==> src/prl_pkg.sv <==
// Purpose: constants and carriers for the parallel ram loader
// Assumes: 50 MHz clk_i, machine cycle set by MC_DIV, 4 clk_i cycles
// Notes:   timing counts are in machine cycles, scaled to clk_i by the loader
//
// Functional notes
// - boot pins 2,3 high and 4 low at reset release select jump-to-ram at 0051.
// - without handshake each byte load cycle lasts 49 machine cycles.
// - handshake_out changes 5 machine cycles after its triggering event.
// - handshake transition counts this cycle only within 30 machine cycles.
// - all loader intervals come from a machine-cycle counter, one tick per 4 clk_i cycles; the boot level catch counts clk_i cycles instead.
// - 15-bit address on port b, port c low five bits, compare pins; data on port a.
`default_nettype none
package prl_pkg;
	localparam int          CLK_HZ        = 50_000_000;
	localparam int          MC_DIV        = 4;            // clk_i cycles per machine cycle
	localparam logic [5:0]  T_ADR_MC      = 6'd16;        // addr_to_data_delay
	localparam logic [5:0]  T_DHR_MC      = 6'd4;         // data_hold_min
	localparam logic [5:0]  T_CR_MC       = 6'd49;        // load_cycle_time
	localparam logic [5:0]  T_HO_MC       = 6'd5;         // handshake_out_delay
	localparam logic [5:0]  T_HI_MC       = 6'd10;        // handshake_in_hold
	localparam logic [5:0]  T_EXR_MC      = 6'd30;        // transition_recognise_limit
	localparam logic [14:0] RAM_START     = 15'h0051;
	localparam logic [14:0] ADDR_RST      = 15'h0000;

	typedef enum logic [1:0] {
		PRL_IDLE = 2'b00,
		PRL_WAIT = 2'b01,
		PRL_DONE = 2'b10
	} prl_state_t;

	// address as it leaves on the pins
	typedef struct packed {
		logic [7:0] port_b;
		logic [4:0] port_c;
		logic       cmp_a;
		logic       cmp_b;
	} prl_addr_pins_t;

	typedef struct packed {
		logic [14:0] addr;
		logic [7:0]  data;
	} prl_word_t;
endpackage : prl_pkg
`default_nettype wire

==> src/prl_loader.sv <==
// Purpose: jump-to-ram boot select and timed parallel byte loader
// Assumes: one clock, async active-low reset, pins synchronised here
// Notes:   loaded words leave through a two-entry buffer with valid/ready
`default_nettype none
module prl_loader (
	// clock and reset
	input  wire logic                   clk_i,
	input  wire logic                   nrst_i,
	// boot strap pins
	input  wire logic                   boot_select_2_i,
	input  wire logic                   boot_select_3_i,
	input  wire logic                   boot_select_4_i,
	// parallel source
	input  wire logic [7:0]             port_a_i,
	input  wire logic                   handshake_in_i,
	output logic                        handshake_out_o,
	output prl_pkg::prl_addr_pins_t     addr_pins_o,
	// status
	output logic                        jump_ram_o,
	output logic [14:0]                 start_addr_o,
	// loaded words
	output logic                        word_valid_o,
	output prl_pkg::prl_word_t          word_o,
	input  wire logic                   word_ready_i
);
	timeunit 1ns;
	timeprecision 1ps;

	// two-flop synchronisers for every pin
	logic [7:0] data_s1_q, data_s2_q;
	logic [3:0] pin_s1_q, pin_s2_q;
	always_ff @(posedge clk_i or negedge nrst_i) begin
		if (!nrst_i) begin
			data_s1_q <= 8'h00;
			data_s2_q <= 8'h00;
			pin_s1_q  <= 4'h0;
			pin_s2_q  <= 4'h0;
		end else begin
			data_s1_q <= port_a_i;
			data_s2_q <= data_s1_q;
			pin_s1_q  <= {handshake_in_i, boot_select_4_i, boot_select_3_i, boot_select_2_i};
			pin_s2_q  <= pin_s1_q;
		end
	end
	// handshake input as seen after its synchroniser, two clocks behind the pin
	logic hs_in;
	assign hs_in = pin_s2_q[3];

	// boot level caught once after release; synchronised pins settle within two edges
	logic [1:0] boot_cnt_q, boot_cnt_d;
	logic       jump_q, jump_d;
	always_comb begin
		boot_cnt_d = boot_cnt_q;
		jump_d     = jump_q;
		if (boot_cnt_q != 2'd3) begin
			boot_cnt_d = boot_cnt_q + 2'd1;
			if (boot_cnt_q == 2'd2)
				jump_d = pin_s2_q[0] & pin_s2_q[1] & ~pin_s2_q[2];
		end
	end
	always_ff @(posedge clk_i or negedge nrst_i) begin
		if (!nrst_i) begin
			boot_cnt_q <= 2'd0;
			jump_q     <= 1'b0;
		end else begin
			boot_cnt_q <= boot_cnt_d;
			jump_q     <= jump_d;
		end
	end
	assign jump_ram_o   = jump_q;
	assign start_addr_o = jump_q ? prl_pkg::RAM_START : prl_pkg::ADDR_RST;

	// machine-cycle tick; every interval below counts these ticks
	// divider shares the loader reset, so the first load cycle opens on a tick
	logic [7:0] div_q, div_d;
	logic       mc_tick;
	assign mc_tick = (div_q == 8'(prl_pkg::MC_DIV - 1));
	always_comb begin
		div_d = mc_tick ? 8'h00 : div_q + 8'h01;
	end
	always_ff @(posedge clk_i or negedge nrst_i) begin
		if (!nrst_i) div_q <= 8'h00;
		else         div_q <= div_d;
	end

	// two-entry output buffer
	prl_pkg::prl_word_t buf_q [2];
	prl_pkg::prl_word_t buf_d [2];
	logic [1:0] cnt_q, cnt_d;
	logic       push, pop, buf_ready;
	assign buf_ready    = (cnt_q != 2'd2);
	assign word_valid_o = (cnt_q != 2'd0);
	assign word_o       = buf_q[0];
	assign pop          = word_valid_o & word_ready_i;

	// load cycle sequencer
	prl_pkg::prl_state_t st_q, st_d;
	logic [5:0]  mc_q, mc_d;
	logic [14:0] addr_q, addr_d;
	logic        hs_out_q, hs_out_d;
	logic        hs_prev_q, hs_prev_d;
	logic        hs_seen_q, hs_seen_d;
	logic        late_q, late_d;
	logic [7:0]  cap_q, cap_d;
	logic        hs_mode;
	logic        hs_edge;
	assign hs_mode = (hs_in == hs_out_q) ? 1'b0 : 1'b1; // tied pins follow out two clocks late, through the synchroniser
	assign hs_edge = (hs_in != hs_prev_q);

	always_comb begin
		st_d      = st_q;
		mc_d      = mc_q;
		addr_d    = addr_q;
		hs_out_d  = hs_out_q;
		hs_prev_d = hs_in;
		hs_seen_d = hs_seen_q;
		late_d    = late_q;
		cap_d     = cap_q;
		push      = 1'b0;
		unique case (st_q)
			prl_pkg::PRL_IDLE: begin
				// loading only runs in the jump-to-ram level
				if (boot_cnt_q == 2'd3 && jump_q) begin
					st_d   = prl_pkg::PRL_WAIT;
					mc_d   = 6'd0;
					addr_d = prl_pkg::RAM_START;
				end
			end
			prl_pkg::PRL_WAIT: begin
				// a transition after the limit, unless seen in the push clock, is carried to the next cycle
				if (hs_edge && mc_q <= prl_pkg::T_EXR_MC && !hs_seen_q)
					hs_seen_d = 1'b1;
				else if (hs_edge)
					late_d = 1'b1;
				if (mc_tick) begin
					mc_d = mc_q + 6'd1;
					// data valid by the address-to-data limit, held past hold minimum
					// the tick closing cycle n-1 lands n cycles in, so capture stays in the hold
					if (mc_q == prl_pkg::T_ADR_MC + prl_pkg::T_DHR_MC - 6'd1)
						cap_d = data_s2_q;
					// same count-minus-one rule puts the toggle exactly at the delay
					if (mc_q == prl_pkg::T_HO_MC - 6'd1)
						hs_out_d = ~hs_out_q;
					if (mc_q == prl_pkg::T_CR_MC - 6'd1) begin
						if (buf_ready) begin
							push      = 1'b1;
							mc_d      = 6'd0;
							addr_d    = addr_q + 15'h0001;
							hs_seen_d = late_q;
							late_d    = 1'b0;
						end else
							mc_d = mc_q; // stall until the buffer has a free slot
					end
				end
				if (addr_q == 15'h7FFF && push)
					st_d = prl_pkg::PRL_DONE;
			end
			prl_pkg::PRL_DONE: st_d = prl_pkg::PRL_DONE;
			default:           st_d = prl_pkg::PRL_IDLE;
		endcase
	end

	always_ff @(posedge clk_i or negedge nrst_i) begin
		if (!nrst_i) begin
			st_q      <= prl_pkg::PRL_IDLE;
			mc_q      <= 6'd0;
			addr_q    <= prl_pkg::ADDR_RST;
			hs_out_q  <= 1'b0;
			hs_prev_q <= 1'b0;
			hs_seen_q <= 1'b0;
			late_q    <= 1'b0;
			cap_q     <= 8'h00;
		end else begin
			st_q      <= st_d;
			mc_q      <= mc_d;
			addr_q    <= addr_d;
			hs_out_q  <= hs_out_d;
			hs_prev_q <= hs_prev_d;
			hs_seen_q <= hs_seen_d;
			late_q    <= late_d;
			cap_q     <= cap_d;
		end
	end

	// buffer next state: pop shifts, push fills the first free slot
	always_comb begin
		buf_d[0] = buf_q[0];
		buf_d[1] = buf_q[1];
		cnt_d    = cnt_q;
		if (pop) begin
			buf_d[0] = buf_q[1];
			cnt_d    = cnt_q - 2'd1;
		end
		if (push) begin
			if (cnt_d == 2'd0) buf_d[0] = '{addr: addr_q, data: cap_q};
			else               buf_d[1] = '{addr: addr_q, data: cap_q};
			cnt_d = cnt_d + 2'd1;
		end
	end
	always_ff @(posedge clk_i or negedge nrst_i) begin
		if (!nrst_i) begin
			buf_q[0] <= '0;
			buf_q[1] <= '0;
			cnt_q    <= 2'd0;
		end else begin
			buf_q[0] <= buf_d[0];
			buf_q[1] <= buf_d[1];
			cnt_q    <= cnt_d;
		end
	end

	// address out on port b, port c low bits and compare pins
	assign addr_pins_o.port_b = addr_q[7:0];
	assign addr_pins_o.port_c = addr_q[12:8];
	assign addr_pins_o.cmp_a  = addr_q[13];
	assign addr_pins_o.cmp_b  = addr_q[14];
	assign handshake_out_o    = hs_out_q;
	// mode and early-edge flags are recorded only; loading is paced by time alone
	logic unused_hs;
	assign unused_hs = hs_mode ^ hs_seen_q;
endmodule // prl_loader
`default_nettype wire

==> config.mk <==
export PLATFORM = sky130hd
export DESIGN_NAME = prl_loader
export DESIGN_NICKNAME = d
export VERILOG_FILES = /design/src/prl_pkg.sv /design/src/prl_loader.sv
export SDC_FILE = /design/constraint.sdc
export NUM_CORES = 1
export LEC_CHECK = 0
export BUFFER_PORTS_ARGS = -buffer_cell sky130_fd_sc_hd__buf_2
export CAP_MARGIN = 10
export CORE_MARGIN = 2
export CORE_UTILIZATION = 40
export DETAILED_ROUTE_END_ITERATION = 10
export SLEW_MARGIN = 0
export SYNTH_ARGS = -nofsm -noshare
export SYNTH_HDL_FRONTEND = slang
export SYNTH_SLANG_ARGS = --single-unit
==> constraint.sdc <==
create_clock -name clk_i -period 5.4 [get_ports clk_i]
set_clock_uncertainty 0.15 [all_clocks]
set_input_delay 0.54 -clock clk_i [delete_from_list [all_inputs] [get_ports clk_i]]
set_output_delay 0.54 -clock clk_i [all_outputs]
set_load 0.01 [all_outputs]
==> run_results.csv <==
group,metric,value,unit
status,status,"finished clean",
drt,drt_iter0_markers,133,
min_path,hold_class,"in -> reg",
place,hpwl,6960,microns
sta,fin_tns_setup,0,ps
global_route,grt_overflow,0,
synth,yosys_warnings,0,
synth,synthesis.instances,435,
sta,finalSetupViolCount,0,
cts,clkTransAtPathRegs,60,ps
worst_setup_path,worstPathRequired,5540,ps
global_route,antenna_found_initial,0,
worst_setup_path,path_max_fanout,23,
worst_setup_path,cp.arrival,3200,ps
global_route,grt_pass1_vias,3349,
floorplan,row_count,42,
place,io_buffers,57,
final_layout,layout_common_cells,"113 x dfrtp_1, 73 x mux2_2, 56 x buf_2, 19 x nand3_1, 17 x clkbuf_16",
global_route,track_usage,15.9,%
worst_setup_path,startpoint_type,"flip-flop",
synth,synth-seq-cells,113,
cts,post_cts_buffers,0,
synth,ys.flop_type,"dfrtp_1",
pwr,power_leakage,3.00,nW
final_layout,n_antenna_cell,0,
final_layout,final_layout_size_suffix_gt1_share,35.6,%
place,gp_congestion,0.807,
floorplan,start_util,40.5,%
floorplan,die-area,14200,sq um
cts,cts.repair.resized,0,
synth,async_reset_ff_share,100,%
cts,insertion_delay,410,ps
job,maxCapViolCount,0,
drt,vias,3426,
cts,cts_tree,"built",
cts,htreeDepth,4,
worst_setup_path,critical_path_class,"reg -> reg",
sta,slew_violations,0,
cts,cts_buffers,17,
sta,worstMarginPinSlew,1170,ps
synth,synth.distinct_cells,52,
final_layout,multiInputGateArea,2100,sq um
synth,ys_seq_area_share,53.4,%
drt,vias_per_cell,5.20,
final_layout,regArea,2830,sq um
sta,fmaxAchievable,327,MHz
worst_setup_path,end_kind,"flip-flop",
cts,clock-sinks,113,
place,pre_cts_slack,2370,ps
sta,period_needed,3060,ps
pwr,power_density,398,nW/um^2
sta,fin_ws,2340,ps
synth,syn_avg_cell_area,12.2,sq um
pwr,ir_drop,201,uV
drt,post_drt_wl_per_cell,15.8,microns
sta,hold_violations,0,
drt,first_pass_iters,4,
cts,cts_root_buf,"clkbuf_16",
synth,synth_area,5300,sq um
final_layout,area_delta_synth_final,15.2,%
sta,max-slew-margin-rel,21.0,%
final_layout,final_common_cell,"dfrtp_1",
sta,post-route-period-util,56.7,%
floorplan,io_pins,71,
floorplan,die_w,119,microns
cts,clockBufferDepth,2,
final_layout,instances_no_fill,659,
global_route,grt_max_degree,77,
final_layout,fill_cells,1186,
drt,antenna_left,0,
sta,rsz0062_at_grt,"false",
synth,synth_edf_count,0,
sta,hold-worst-slack,83.6,ps
global_route,grt_pass1_wl,17600,microns
floorplan,die_h,119,microns
final_layout,finish.net_count,496,
drt,drc,0,
place,dp_cells,627,
drt,drt-total-wl,10400,microns
cts,cts_hold_buf,0,
floorplan,core_area,13100,sq um
==> where the power goes <==
part | total [mW] | switching, mW | internal (mW)
Clock | 1.09 | 0.394 | 0.691
Combinational | 0.414 | 0.272 | 0.142
Sequential | 0.932 | 0.0431 | 0.889
Total | 2.43 | 0.709 | 1.72
==> Yosys cell counts (2+ instances only) <==
master,count,area [sq um]
a22o_1,2,17.5
a21oi_1,8,40.0
or4_1,7,52.6
nor2_1,11,41.3
nor4_1,6,37.5
nand4b_1,2,17.5
nand3_1,19,95.1
nand2b_1,5,31.3
and2_1,3,18.8
nor3_1,2,10.0
a31oi_1,7,43.8
and4b_1,2,20.0
mux2i_1,4,40.0
buf_2,5,25.0
o41ai_1,3,26.3
xnor2_1,9,78.8
mux2_2,73,822
buf_4,38,285
o211a_1,2,20.0
o31ai_1,4,30.0
nor4b_1,2,17.5
ha_1,11,138
o21ai_0,13,65.1
o211ai_1,4,30.0
and3_1,5,31.3
and4_1,3,26.3
a211o_1,2,17.5
inv_1,13,48.8
clkbuf_1,12,45.0
dfrtp_1,113,2830
buf_1,2,7.51
o221ai_1,3,26.3
nand2_1,15,56.3
nand4_1,7,43.8
==> per-layer routing <==
metal / vias to the layer above / part of all wire (%) / GRT usage, %
li1: 1602 / - / -
met1: 1741 / 46 / 20.9
met2: 73 / 49 / 24.9
met3: 10 / 4.2 / 4.50
met4: 0 / 0.93 / 6.10
met5: - / 0 / 0
==> cells by family (layout without fill, tap and decap cells) <==
kind of cell               Yosys count  in the layout  share of synthesized area, %
xor gates and xnor gates            10             10                          1.65
and+or+nand+nor                     98             98                          11.1
adders and majority gates           11             11                          2.60
DFF                                113            113                          53.4
AOI/OAI and AO/OA                   55             55                          7.11
buffers and inverters               70            107                          7.77
other                                1             12                        0.0708
muxes                               77             77                          16.3
==> flip-flops by register name, summed over array words and instances (netlist names) <==
name / count
pin_s1_q: 3
data_s2_q: 8
mc_q: 6
word_o: 23
st_q: 2
pin_s2_q: 3
boot_cnt_q: 2
cap_q: 8
addr_q: 15
buf_q: 23
cnt_q: 2
div_q: 8
data_s1_q: 8
handshake_out_o: 1
jump_ram_o: 1
==> stage by stage <==
| stage | total power [mW] | util (%) | cell area, sq um |
|---|---|---|---|
| final | 2.43 | 46.7 | 6100 |
| after global routing | 2.56 | 46.7 | 6100 |
| after CTS | 2.46 | 46.7 | 6100 |
| after detailed placement | 1.36 | 42.2 | 5520 |
| after global placement | 1.35 | 42.2 | 5520 |
| after floorplan | 1.23 | - | 5340 |
==> worst paths after layout <==
| path | startpoint | end | slack, ps | depth (start not counted) |
|---|---|---|---|---|
| min reg2reg | pin_s1_q[2] | pin_s2_q[2] | 200 | 0 |
| min | port_a_i[5] | data_s1_q[5] | 80 | 1 |
| min in group asynchronous | nrst_i | word_o[0] | 110 | 1 |
| max reg2reg | st_q[1] | word_o[15] | 2340 | 7 |
| max | st_q[1] | word_o[15] | 2340 | 7 |
| max in group asynchronous | nrst_i | buf_q[14] | 3920 | 2 |
==> cell type report <==
type / count / share of cell area, %
sequential: 113 / 46.3
clock buffer: 20 / 7.32
tap: 176 / 3.61
timing repair buffer: 62 / 5.33
inverter: 13 / 0.799
multi-input combinational: 263 / 34.4
clock inverter: 12 / 2.19
==> worst max-delay path: stages, from the launching register on <==
cell	delay (ps)
dfrtp_1	400
inv_1	90
ha_1	690
and4b_1	320
and4_1	570
nand2_1	100
buf_4	270
mux2_2	320
(Power assumes the default switching activity.)
